**config.mk**
```make
export PLATFORM = sky130hd
export DESIGN_NAME = listen_sequencer_and_reset
export DESIGN_NICKNAME = d
export VERILOG_FILES = /design/src/hw/listen_sequencer_and_reset.v
export VERILOG_INCLUDE_DIRS = /design/src /design/src/hw
export SDC_FILE = /design/constraint.sdc
export NUM_CORES = 1
export LEC_CHECK = 0
export ABC_CLOCK_PERIOD_IN_PS = 7100
export BUFFER_PORTS_ARGS = -buffer_cell sky130_fd_sc_hd__buf_4
export CORE_MARGIN = 1
export CORE_UTILIZATION = 30
export CTS_BUF_LIST = sky130_fd_sc_hd__clkbuf_4 sky130_fd_sc_hd__clkbuf_8 sky130_fd_sc_hd__clkbuf_16
export DETAILED_ROUTE_END_ITERATION = 6
export PLACE_DENSITY = 0.56
export SETUP_SLACK_MARGIN = 0.2
export SLEW_MARGIN = 20
export SYNTH_ARGS = -nofsm -noshare
export SYNTH_HDL_FRONTEND = slang
export SYNTH_SLANG_ARGS = --single-unit
```
**constraint.sdc**
```tcl
create_clock -name ref_clk -period 7.1 [get_ports ref_clk]
set_clock_uncertainty 0.1 [all_clocks]
set_input_delay 1.42 -clock ref_clk [delete_from_list [all_inputs] [get_ports ref_clk]]
set_output_delay 1.42 -clock ref_clk [all_outputs]
set_load 0.01 [all_outputs]
```
**src/hw/listen_seq_consts.vh**
```
// Constants for the listen sequencer: register offsets, fields, resets.
// Included by listen_sequencer_and_reset.v; definitions only.
`ifndef LISTEN_SEQ_CONSTS_VH
`define LISTEN_SEQ_CONSTS_VH

// Register byte addresses
`define ADDR_SEQ_CTRL      8'h00
`define ADDR_SEQ_CONFIG    8'h04
`define ADDR_SLEEP_TIMER   8'h08
`define ADDR_WINDOW_TIMER  8'h0C
`define ADDR_RX_TIMEOUT    8'h10
`define ADDR_PIN_MAP       8'h14
`define ADDR_STATUS        8'h18

// Control register bits
`define CTRL_START_BIT     0
`define CTRL_STOP_BIT      1
`define CTRL_ROUTE_BIT     2

// Config register fields
`define CFG_IDLE_BIT       0
`define CFG_START_LSB      1
`define CFG_LOWP_BIT       3
`define CFG_IDLE_TR_BIT    4
`define CFG_RX_TR_LSB      5
`define CFG_TO_TR_LSB      8

// Field codes
`define FROM_RX_SYNC       3'b101
`define FROM_RX_PREAMBLE   3'b110
`define FROM_TO_LOWPOWER   2'b10
`define MAP_PREAMBLE       2'b11

// Reset values
`define CFG_RESET          32'h0000_0000
`define TIMER_RESET        16'h0010
`define MAP_RESET          10'h000

// Ready delay after reset release, in ns, and derived cycles
`define READY_DELAY_NS     1000
`define CLK_PERIOD_NS      20
`define READY_CYCLES       ((`READY_DELAY_NS + `CLK_PERIOD_NS - 1) / `CLK_PERIOD_NS)
// Reference clock output divider terminal count; each half period lasts this value plus one cycle
`define REF_CLOCK_OUTPUT_HALF        4'h1

`endif

```
**src/hw/listen_sequencer_and_reset.v**
```verilog
// Listen-mode top sequencer with reset readiness and reference clock out.
// Assumes a Wishbone classic master on ref_clk; detector flags from pins.
//
// Behaviour
// - Reset acts on its own at power-up; no host action is needed.
// - Reference clock output toggles only once the device is ready.
// - Listen keeps radio idle on RC clock, waking receiver periodically.
// - Interrupt request raised toward host on packet reception.
// - Preamble wake stops sequencer, radio stays in Receive.
// - No signal: wake every sum of timers, receive for second timer.
// - Preamble flag routes to output pin 4 with code 11 and select bit.
// - Receive transition 110 stays in Receive on preamble found.
// - Second timer bounds Receive while no preamble is found.
// - Polling windows start every first plus second timer interval.
// - Sync wake opens a window bounded by receive timeout.
// - Preamble before timeout keeps Receive until second timer ends.
// - Sync match fires interrupt, stops sequencer, stays in Receive.
//
// Our own choices: the Wishbone interface to the registers and the placing of the registers.
`timescale 1ns/1ps
`include "listen_seq_consts.vh"

module listen_sequencer_and_reset (
    input  wire        ref_clk,
    input  wire        rst,
    input  wire        rc_tick,
    input  wire        reset_input_low,
    input  wire        preamble_found_flag,
    input  wire        sync_word_match_flag,
    input  wire        payload_complete_flag,
    input  wire        checksum_pass_flag,
    input  wire        queue_threshold_flag,
    input  wire        queue_drained_flag,
    input  wire [7:0]  wb_adr_i,
    input  wire [31:0] wb_dat_i,
    input  wire [3:0]  wb_sel_i,
    input  wire        wb_we_i,
    input  wire        wb_cyc_i,
    input  wire        wb_stb_i,
    output reg  [31:0] wb_dat_o,
    output reg         wb_ack_o,
    output reg         ref_clock_output,
    output reg         rx_enable,
    output reg         rc_only,
    output reg  [4:0]  general_output_pin,
    output reg         irq
);

    localparam [2:0] ST_OFF  = 3'd0;
    localparam [2:0] ST_IDLE = 3'd1;
    localparam [2:0] ST_RX   = 3'd2;
    localparam [2:0] ST_STAY = 3'd3;
    localparam [2:0] ST_WAIT = 3'd4;
    localparam integer READY_LAST = `READY_CYCLES - 1;

    // Synchronisers for pins
    reg  [6:0]  sync1_reg;
    reg  [6:0]  sync2_reg;
    reg         rc_prev_reg;
    wire        rc_edge = sync2_reg[0] & ~rc_prev_reg;
    wire        nrst_s  = sync2_reg[1];
    wire        pre_s   = sync2_reg[2];
    wire        syn_s   = sync2_reg[3];
    wire        pay_s   = sync2_reg[4];

    reg  [31:0] cfg_reg;
    reg  [15:0] t1_reg;
    reg  [15:0] t2_reg;
    reg  [15:0] to_reg;
    reg  [9:0]  map_reg;
    reg         route_reg;
    reg  [2:0]  state_reg;
    reg  [15:0] cnt_reg;
    reg         pre_seen_reg;
    reg  [2:0]  evt_reg;
    reg  [7:0]  ready_cnt_reg;
    reg         ready_reg;
    reg  [3:0]  div_reg;
    reg         start_pulse;
    reg         stop_pulse;
    reg         queue_drained_q1;
    reg         queue_drained_q;

    wire        wr      = wb_cyc_i & wb_stb_i & wb_we_i & ~wb_ack_o;
    wire        rd_take = wb_cyc_i & wb_stb_i & ~wb_ack_o;
    wire [2:0]  from_rx = cfg_reg[`CFG_RX_TR_LSB +: 3];
    wire [1:0]  from_to = cfg_reg[`CFG_TO_TR_LSB +: 2];

    function [1:0] map_code;
        input [9:0] m;
        input [2:0] idx;
        begin
            map_code = m[idx*2 +: 2];
        end
    endfunction

    function [15:0] merge16;
        input [15:0] old;
        input [31:0] d;
        input [3:0]  s;
        begin
            merge16 = {s[1] ? d[15:8] : old[15:8],
                       s[0] ? d[7:0]  : old[7:0]};
        end
    endfunction

    always @(posedge ref_clk or posedge rst) begin
        if (rst) begin
            sync1_reg   <= 7'h00;
            sync2_reg   <= 7'h00;
            rc_prev_reg <= 1'b0;
        end else begin
            sync1_reg   <= {queue_threshold_flag, checksum_pass_flag,
                            payload_complete_flag, sync_word_match_flag,
                            preamble_found_flag, reset_input_low, rc_tick};
            sync2_reg   <= sync1_reg;
            rc_prev_reg <= sync2_reg[0];
        end
    end

    // Readiness after reset; clock out starts only when ready
    always @(posedge ref_clk or posedge rst) begin
        if (rst) begin
            ready_cnt_reg    <= 8'h00;
            ready_reg        <= 1'b0;
            div_reg          <= 4'h0;
            ref_clock_output <= 1'b0;
        end else if (!nrst_s) begin
            ready_cnt_reg    <= 8'h00;
            ready_reg        <= 1'b0;
            ref_clock_output <= 1'b0;
        end else if (!ready_reg) begin
            ready_cnt_reg <= ready_cnt_reg + 8'h01;
            if (ready_cnt_reg == READY_LAST[7:0])
                ready_reg <= 1'b1;
        end else begin
            if (div_reg == `REF_CLOCK_OUTPUT_HALF) begin
                div_reg          <= 4'h0;
                ref_clock_output <= ~ref_clock_output;
            end else begin
                div_reg <= div_reg + 4'h1;
            end
        end
    end

    // Register slave
    always @(posedge ref_clk or posedge rst) begin
        if (rst) begin
            cfg_reg     <= `CFG_RESET;
            t1_reg      <= `TIMER_RESET;
            t2_reg      <= `TIMER_RESET;
            to_reg      <= `TIMER_RESET;
            map_reg     <= `MAP_RESET;
            route_reg   <= 1'b0;
            wb_ack_o    <= 1'b0;
            wb_dat_o    <= 32'h0000_0000;
            start_pulse <= 1'b0;
            stop_pulse  <= 1'b0;
        end else begin
            wb_ack_o    <= rd_take;
            start_pulse <= 1'b0;
            stop_pulse  <= 1'b0;
            if (wr) begin
                if (wb_adr_i == `ADDR_SEQ_CTRL) begin
                    if (wb_sel_i[0]) begin
                        start_pulse <= wb_dat_i[`CTRL_START_BIT];
                        stop_pulse  <= wb_dat_i[`CTRL_STOP_BIT];
                        route_reg   <= wb_dat_i[`CTRL_ROUTE_BIT];
                    end
                end else if (wb_adr_i == `ADDR_SEQ_CONFIG) begin
                    cfg_reg[15:0] <= merge16(cfg_reg[15:0], wb_dat_i,
                                             wb_sel_i);
                end else if (wb_adr_i == `ADDR_SLEEP_TIMER) begin
                    t1_reg <= merge16(t1_reg, wb_dat_i, wb_sel_i);
                end else if (wb_adr_i == `ADDR_WINDOW_TIMER) begin
                    t2_reg <= merge16(t2_reg, wb_dat_i, wb_sel_i);
                end else if (wb_adr_i == `ADDR_RX_TIMEOUT) begin
                    to_reg <= merge16(to_reg, wb_dat_i, wb_sel_i);
                end else if (wb_adr_i == `ADDR_PIN_MAP) begin
                    map_reg <= wb_dat_i[9:0];
                end
            end
            if (rd_take && !wb_we_i) begin
                if (wb_adr_i == `ADDR_SEQ_CTRL)
                    wb_dat_o <= {29'h0, route_reg, 2'b00};
                else if (wb_adr_i == `ADDR_SEQ_CONFIG)
                    wb_dat_o <= {16'h0000, cfg_reg[15:0]};
                else if (wb_adr_i == `ADDR_SLEEP_TIMER)
                    wb_dat_o <= {16'h0000, t1_reg};
                else if (wb_adr_i == `ADDR_WINDOW_TIMER)
                    wb_dat_o <= {16'h0000, t2_reg};
                else if (wb_adr_i == `ADDR_RX_TIMEOUT)
                    wb_dat_o <= {16'h0000, to_reg};
                else if (wb_adr_i == `ADDR_PIN_MAP)
                    wb_dat_o <= {22'h0, map_reg};
                else if (wb_adr_i == `ADDR_STATUS)
                    wb_dat_o <= {24'h0, ready_reg, pre_seen_reg,
                                 evt_reg, state_reg};
                else
                    wb_dat_o <= 32'h0000_0000;
            end
        end
    end

    // Sequencer; timers advance on RC ticks only
    always @(posedge ref_clk or posedge rst) begin
        if (rst) begin
            state_reg    <= ST_OFF;
            cnt_reg      <= 16'h0000;
            pre_seen_reg <= 1'b0;
            evt_reg      <= 3'b000;
            rx_enable    <= 1'b0;
            rc_only      <= 1'b0;
            irq          <= 1'b0;
        end else begin
            irq <= 1'b0;
            if (stop_pulse) begin
                state_reg <= ST_OFF;
                rx_enable <= 1'b0;
                rc_only   <= 1'b0;
            end else if (start_pulse) begin
                state_reg    <= ST_IDLE;
                cnt_reg      <= 16'h0000;
                pre_seen_reg <= 1'b0;
                evt_reg      <= 3'b000;
                rx_enable    <= 1'b0;
                rc_only      <= cfg_reg[`CFG_IDLE_BIT];
            end else begin
                case (state_reg)
                ST_IDLE: begin
                    if (rc_edge) begin
                        if (cnt_reg >= t1_reg - 16'h0001) begin
                            state_reg    <= ST_RX;
                            cnt_reg      <= 16'h0000;
                            pre_seen_reg <= 1'b0;
                            rx_enable    <= 1'b1;
                            rc_only      <= 1'b0;
                        end else begin
                            cnt_reg <= cnt_reg + 16'h0001;
                        end
                    end
                end
                ST_RX: begin
                    if (from_rx == `FROM_RX_PREAMBLE && pre_s) begin
                        state_reg  <= ST_STAY;
                        evt_reg[0] <= 1'b1;
                        irq        <= 1'b1;
                    end else if (from_rx == `FROM_RX_SYNC && syn_s) begin
                        state_reg  <= ST_STAY;
                        evt_reg[1] <= 1'b1;
                        irq        <= 1'b1;
                    end else begin
                        if (pre_s)
                            pre_seen_reg <= 1'b1;
                        if (rc_edge) begin
                            cnt_reg <= cnt_reg + 16'h0001;
                            if (cnt_reg >= t2_reg - 16'h0001) begin
                                state_reg <= ST_IDLE;
                                cnt_reg   <= 16'h0000;
                                rx_enable <= 1'b0;
                                rc_only   <= cfg_reg[`CFG_IDLE_BIT];
                            end else if (from_rx == `FROM_RX_SYNC &&
                                         !pre_seen_reg && !pre_s &&
                                         cnt_reg >= to_reg - 16'h0001 &&
                                         from_to == `FROM_TO_LOWPOWER) begin
                                state_reg <= ST_WAIT;
                                rx_enable <= 1'b0;
                                rc_only   <= cfg_reg[`CFG_IDLE_BIT];
                            end
                        end
                    end
                end
                ST_STAY: rx_enable <= 1'b1;
                ST_WAIT: begin
                    if (rc_edge) begin
                        if (cnt_reg >= t2_reg - 16'h0001) begin
                            state_reg <= ST_IDLE;
                            cnt_reg   <= 16'h0000;
                        end else begin
                            cnt_reg <= cnt_reg + 16'h0001;
                        end
                    end
                end
                default: begin
                    rx_enable <= 1'b0;
                    rc_only   <= 1'b0;
                end
                endcase
                if (pay_s && !evt_reg[2] &&
                    (state_reg == ST_RX || state_reg == ST_STAY)) begin
                    evt_reg[2] <= 1'b1;
                    irq        <= 1'b1;
                end
            end
        end
    end

    // Output pin mapping
    always @(posedge ref_clk or posedge rst) begin
        if (rst) begin
            general_output_pin <= 5'h00;
        end else begin
            general_output_pin[0] <= (map_code(map_reg, 3'd0) == 2'b01) &
                                     sync2_reg[5];
            general_output_pin[1] <= (map_code(map_reg, 3'd1) == 2'b00) &
                                     sync2_reg[6];
            general_output_pin[2] <= (map_code(map_reg, 3'd2) ==
                                      `MAP_PREAMBLE) & syn_s;
            general_output_pin[3] <= (map_code(map_reg, 3'd3) == 2'b00) &
                                     queue_drained_q;
            general_output_pin[4] <= (map_code(map_reg, 3'd4) ==
                                      `MAP_PREAMBLE) & route_reg &
                                     pre_s;
        end
    end

    always @(posedge ref_clk or posedge rst) begin
        if (rst) begin
            queue_drained_q1 <= 1'b0;
            queue_drained_q  <= 1'b0;
        end else begin
            queue_drained_q1 <= queue_drained_flag;
            queue_drained_q  <= queue_drained_q1;
        end
    end

endmodule // listen_sequencer_and_reset

```
==> reports/metrics.cfg, run 1 <==
[cells_and_area]
postLayoutCellArea_um2 = 10500
final-seq-area_um2 = 3908
drive_above_1_share = 0.2108
fillCellCount = 2980
multi_input_area_um2 = 4885
fin_cells = 1334
antenna_cells = 0
nNetsFinal = 1042
area_growth_pct = 15.34

[logic_synthesis]
synth_edf_count = 0
seq_area_frac_synth = 0.4294
muxShareOfSynthArea = 0.1015
synth_area_per_cell_um2 = 10.39
synthDistinctLibCells = 77
synth_compound_area_frac = 0.1341
async_flop_share = 1.000
synth_common_cells = dfrtp_1, mux2_2, nand2_1
yosys.area.top_type = dfrtp_1
synth-xor-area-share = 0.05101
syn-cell-area_um2 = 9100
synth_top_cell_area_share = 0.4207
yosysMostFrequentCell = dfrtp_1
synth_warnings = 0
synth_top_family_by_area = simple AND/OR/NAND/NOR gates
synth-main-ff-cell = dfrtp_1
synth_fa_ha_area_frac = 0.07425
synth_seq_cells = 156
synthCells = 876
synth_area_leaders = dfrtp_1, mux2_2, ha_1
synth_simple_gate_area_share = 0.1694

[setup_path]
worst_setup_path_end_kind = register
worst_ep_arrival_time_ns = 4.41
reg2regPathDepth = 13
crit_end = rc_only$_DFFE_PP0P_
timing.rr.start = to_reg[5]$_DFFE_PP0P_
cp.required_ns = 7.32
startpoint = to_reg[5]$_DFFE_PP0P_
crit_path_start_kind = register
critPathKind = reg2reg
worstPathMaxFanout = 4
reg2reg_slack_ns = 2.91
r2r-end = rc_only$_DFFE_PP0P_

[clocking]
cts_hold_buf = 0
cts_setup_buffers = 0
root_buffer = clkbuf_16
clk_pin_slew_ns = 0.08
htreeDepth = 4
cts_buffers = 17
cts_num_sinks = 156
clk_path_buf_depth = 2
insertion_delay_ns = 0.43
cts-resized-gates = 0
cts_tree = yes

[timing]
slew_violations = 0
rsz0062_at_grt = no
setup_viol = 0
fin_crit_sh = 0.5902
tightest_slew_ns = 0.9783
final.setup.tns_ns = 0
fin_ws_ns = 2.910
period_minus_slack_ns = 4.190
slew_headroom = 0.3478
fmax_ghz = 0.2386
hold_violations = 0

[worst_hold_path]
holdPathStages = 0
hold_path_class = reg2reg

[placement]
dpl.hpwl_um = 17690
dp.cells = 1302
portBuffers = 64
place_area_um2 = 9874
dpl_worst_slack_ns = 2.881
gp_congestion = 0.8221

[die]
coreArea_um2 = 29720
start_util = 0.3062
rows = 63
io_pins = 99
die_x_um = 176.2
die-area_um2 = 31030
die_h_um = 176.2

[routing]
first_iter_violations = 413
via_count = 6828
ant_nets = 0
wl_um = 23560
vias_per_cell = 5.118
dr.pass1.iters = 5
drc = 0
wl_per_cell_um = 17.66

[job]
cap_violations = 0

[run_status]
status = finished clean

[global_routing]
antenna_found_initial = 0
grt_pass1_wl_um = 37690
grt_max_degree = 106
grt_pass1_vias = 6745
gr-total-overflow = 0
gr-usage-all-layers = 0.1574

[power]
power.density_nw_per_um2 = 208.6
leakagePower_nw = 4.994
irDropWorstVdd_v = 0.0001221

metrics by stage:
step / total power [W] / hold slack, ns / utilization
3_5_place_dp: 0.001230 / 0.2347 / 0.3323
6_report: 0.002190 / 0.2510 / 0.3532
4_1_cts: 0.002212 / 0.2524 / 0.3532
2_1_floorplan: 0.001154 / 0.2312 / -
3_3_place_gp: 0.001223 / 0.2321 / 0.3323
5_1_grt: 0.002282 / 0.2613 / 0.3532
cells in the final DEF (no fill, tap or decap), types with 9 or more instances in the layout:
cell / n
nor3_1: 16
and3_1: 16
mux2_2: 68
inv_1: 23
nand2b_1: 10
nand3_1: 26
o21ai_0: 44
xor2_1: 15
dfrtp_1: 153
mux2i_1: 9
a21oi_1: 39
and2_1: 13
conb_1: 16
nor2b_1: 16
nand2_1: 68
nor2_1: 47
ha_1: 54
a22o_1: 12
xnor2_1: 38
clkbuf_16: 17
nor4_1: 15
buf_4: 66
critical path, cell delays in order (launching register included):
cell and delay [ns]:
dfrtp_1 0.44, or4_4 0.59, nor4_2 0.19, nand2_1 0.12, or2_2 0.34, nor3_1 0.23
xnor2_1 0.10, ha_1 0.32, nand4_1 0.12, nor4_1 0.29, nor3b_1 0.45, nor4_1 0.19
a221oi_2 0.25, mux2_2 0.35
kinds of logic (layout without fill, tap and decap cells):
logic type                 count (synthesis)  count (layout)
adders and majority gates                 54              54
and+or+nand+nor                          283             283
other                                      1              16
xor gates and xnor gates                  53              53
DFF                                      156             156
muxes                                     83              83
AOI/OAI and AO/OA                        176             176
buffers and inverters                     70             123
area by class of cell:
class	instances	share of cell area
clock buffer	17	0.04053
clock inverter	15	0.01871
inverter	25	0.009417
multi-input combinational	665	0.4654
sequential	156	0.3723
tap	390	0.04649
timing repair buffer	66	0.04720
worst min path at each step:
stage | slack (ns) | to | start
2_1_floorplan | 0.23 | queue_drained_q$_DFF_PP0_ | queue_drained_q1$_DFF_PP0_
3_3_place_gp | 0.23 | sync2_reg[1]$_DFF_PP0_ | sync1_reg[1]$_DFF_PP0_
3_5_place_dp | 0.23 | sync2_reg[3]$_DFF_PP0_ | sync1_reg[3]$_DFF_PP0_
4_1_cts | 0.25 | sync2_reg[1]$_DFF_PP0_ | sync1_reg[1]$_DFF_PP0_
5_1_grt | 0.26 | sync2_reg[1]$_DFF_PP0_ | sync1_reg[1]$_DFF_PP0_
6_report | 0.25 | sync2_reg[4]$_DFF_PP0_ | sync1_reg[4]$_DFF_PP0_
where the power goes:
group / total [W] / leakage [nW] / internal (W) / switching [W]
registers: 0.000940 / 2.08 / 0.000910 / 0.0000307
logic: 0.000270 / 2.61 / 0.000107 / 0.000163
clock network: 0.000979 / 0.304 / 0.000540 / 0.000440
total: 0.00219 / 4.99 / 0.00156 / 0.000634
metal layers:
| layer | part of all wire | global-route usage |
|---|---|---|
| met2 | 0.47 | 0.2515 |
| met1 | 0.48 | 0.2152 |
| met4 | 0.019 | 0.04964 |
| met5 | 0 | 0 |
| met3 | 0.036 | 0.02756 |
No activity file was read; power rests on OpenSTA's default activity.
==> run 2: changes to the inputs <==
Settings changed: ABC_AREA set to 1, ABC_CLOCK_PERIOD_IN_PS 7100 to 4200.
Clock period 7.1 ns to 4.2 ns, I/O delays scaled along.
==> run 2 against run 1 <==
  * Setup slack worse by 2.4 ns
  * Critical path depth up 8
  * Routed wire length up 2.1%
  * Worst hold slack worse by 0.0026 ns
  * Cell count up 20%
  * Combinational power rose to 2.8 times the previous value
  * Register-to-register slack worse by 2.4 ns
  * Sequential share of layout area about the same
  * Largest cell class unchanged
  * Highest routed layer unchanged
==> reports/metrics.cfg, run 2 <==
[logic_synthesis]
synth_seq_cells = 156
synthDistinctLibCells = 46
yosys.area.top_type = dfrtp_1
synth_fa_ha_area_frac = 0.07496
seq_area_frac_synth = 0.4335
synth_top_cell_area_share = 0.4248
synth_area_leaders = dfrtp_1, nand2_1, ha_1
synth_warnings = 0
synthCells = 1127
syn-cell-area_um2 = 9014
synth_compound_area_frac = 0.1412
synth_top_family_by_area = simple AND/OR/NAND/NOR gates
synth_common_cells = nand2_1, dfrtp_1, inv_1
async_flop_share = 1.000
synth_edf_count = 0
synth_simple_gate_area_share = 0.2110
synth-main-ff-cell = dfrtp_1
muxShareOfSynthArea = 0.001110
yosysMostFrequentCell = nand2_1
synth-xor-area-share = 0.04956
synth_area_per_cell_um2 = 7.998

[cells_and_area]
area_growth_pct = 16.30
antenna_cells = 0
nNetsFinal = 1306
multi_input_area_um2 = 4402
fillCellCount = 3112
final_cell_mix = nand2_1, dfrtp_1, inv_1, nor2_1, buf_4
final-seq-area_um2 = 3908
final_util = 0.3546
drive_above_1_share = 0.1219
layout_commonest_cell = nand2_1

[routing]
via_count = 7571
wl_um = 24060
first_iter_violations = 444
ant_nets = 0
drc = 0
vias_per_cell = 4.744
wl_per_cell_um = 15.07
dr.pass1.iters = 5

[global_routing]
grt_pass1_vias = 7183
grt_pass1_wl_um = 38850
gr-total-overflow = 0
grt_max_degree = 157
antenna_found_initial = 0
busiest_layer = met2
grtUsageMet3 = 0.03290
met2_usage = 0.2626
grt_use_met1 = 0.2180
gr-usage-all-layers = 0.1637

[setup_path]
critPathKind = reg2reg
worst_ep_arrival_time_ns = 3.94
worst_setup_path_end_kind = register
crit_path_start_kind = register
worstPathMaxFanout = 4
cp.required_ns = 4.42

[timing]
setup_viol = 0
slew_violations = 0
hold_violations = 0
slew_headroom = 0.3982
rsz0062_at_grt = yes
tightest_slew_ns = 0.9028
fmax_ghz = 0.2693
final.setup.tns_ns = 0
fin_crit_sh = 0.8841
period_minus_slack_ns = 3.713

[die]
coreArea_um2 = 29560
die-area_um2 = 30740
die_x_um = 175.3
die_h_um = 175.3
rows = 63
start_util = 0.3049
io_pins = 99

[clocking]
cts_tree = yes
insertion_delay_ns = 0.44
root_buffer = clkbuf_16
cts-resized-gates = 0
clk_path_buf_depth = 2
cts_num_sinks = 156
cts_hold_buf = 0
htreeDepth = 4
cts_buffers = 17
clk_pin_slew_ns = 0.06
cts_setup_buffers = 0

[placement]
dpl.hpwl_um = 18180
portBuffers = 64
gp_congestion = 0.8676

[power]
power.density_nw_per_um2 = 368.5
leakagePower_nw = 5.336
irDropWorstVdd_v = 0.0002767

[worst_hold_path]
hold_path_class = reg2reg

[job]
cap_violations = 0

[run_status]
status = finished clean

## run 2: cell types whose count changed after synthesis, sizes merged, moves of 12 or more
| cell | before | now |
|---|---|---|
| xor2 | 15 | 41 |
| nor2b | 16 | 0 |
| and3 | 16 | 1 |
| xnor2 | 38 | 10 |
| nor4 | 17 | 4 |
| nand3 | 26 | 38 |
| inv | 25 | 156 |
| nor2 | 51 | 98 |
| o21ai | 46 | 126 |
| and2 | 13 | 0 |
| mux2 | 74 | 0 |
| a22o | 12 | 0 |
| nand2 | 70 | 263 |
## run 2: cell families (layout without fill, tap and decap cells)
family | after synthesis | in the layout
simple gates | 451 | 451
compound gates | 220 | 220
buf+inv | 193 | 257
flops | 156 | 156
fa+ha+maj | 54 | 54
xor+xnor | 51 | 51
other cells | 1 | 16
mux | 1 | 1
## run 2: stage by stage
| step | cell area [µm²] | hold WS (ns) | setup slack, ns | std cells | total power (W) |
|---|---|---|---|---|---|
| final | 10480 | 0.2484 | 0.4867 | 1596 | 0.003863 |
| after global routing | 10480 | 0.2562 | 0.1907 | 1596 | 0.004064 |
| after CTS | 10450 | 0.2496 | 0.2339 | 1596 | 0.003890 |
| after detailed placement | 9897 | 0.2347 | 0.2593 | 1566 | 0.002413 |
| after global placement | 9897 | 0.2318 | 0.3057 | 1566 | 0.002395 |
| after floorplan | 9074 | 0.2312 | 1.150 | 1142 | 0.002220 |
## run 2: power by group
group	switching, W	internal, W	total, W
registers	0.0000813	0.00156	0.00164
clock network	0.000667	0.000807	0.00147
logic	0.000486	0.000260	0.000746
## run 2: cell type report
| class | count | share of cell area |
|---|---|---|
| clock buffers | 20 | 0.04452 |
| clock inverters | 10 | 0.007997 |
| inverters | 156 | 0.05622 |
| multi-input cells | 793 | 0.4199 |
| flip-flops and latches | 156 | 0.3728 |
| well taps | 390 | 0.04655 |
| repair buffers | 71 | 0.05204 |
## run 2: per-layer routing
| metal | vias up | part of all wire |
|---|---|---|
| met2 | 212 | 0.46 |
| met5 | - | 0 |
| li1 | 3791 | - |
| met1 | 3536 | 0.46 |
| met4 | 0 | 0.023 |
| met3 | 32 | 0.052 |
## run 2: worst paths after layout
kind	depth (start not counted)	to	from	slack (ns)
worst min-delay path	0	sync2_reg[3]$_DFF_PP0_	sync1_reg[3]$_DFF_PP0_	0.25
min in group asynchronous	3	wb_dat_o[9]$_DFFE_PP0P_	rst	0.50
worst max-delay path	21	state_reg[2]$_DFFE_PP0P_	to_reg[0]$_DFFE_PP0P_	0.49
max in group asynchronous	3	rc_only$_DFFE_PP0P_	rst	2.79
worst min register to register	0	sync2_reg[3]$_DFF_PP0_	sync1_reg[3]$_DFF_PP0_	0.25
worst max register to register	21	state_reg[2]$_DFFE_PP0P_	to_reg[0]$_DFFE_PP0P_	0.49
## run 2: worst max-delay path: stages (launching register included)
cell and delay (ns):
dfrtp_1 0.40, inv_1 0.13, ha_1 0.22, nand3_1 0.18
nor3_4 0.24, nand3_1 0.17, nor3_2 0.19, nand2_1 0.07
nor2_1 0.12, xor2_1 0.15, inv_1 0.06, ha_1 0.26
nand2_1 0.08, nor3_1 0.31, buf_4 0.18, nand3_1 0.06
nand3_1 0.09, nand2_1 0.11, nand4_1 0.18, nand3_1 0.14
nand2_1 0.08, nand2_1 0.05
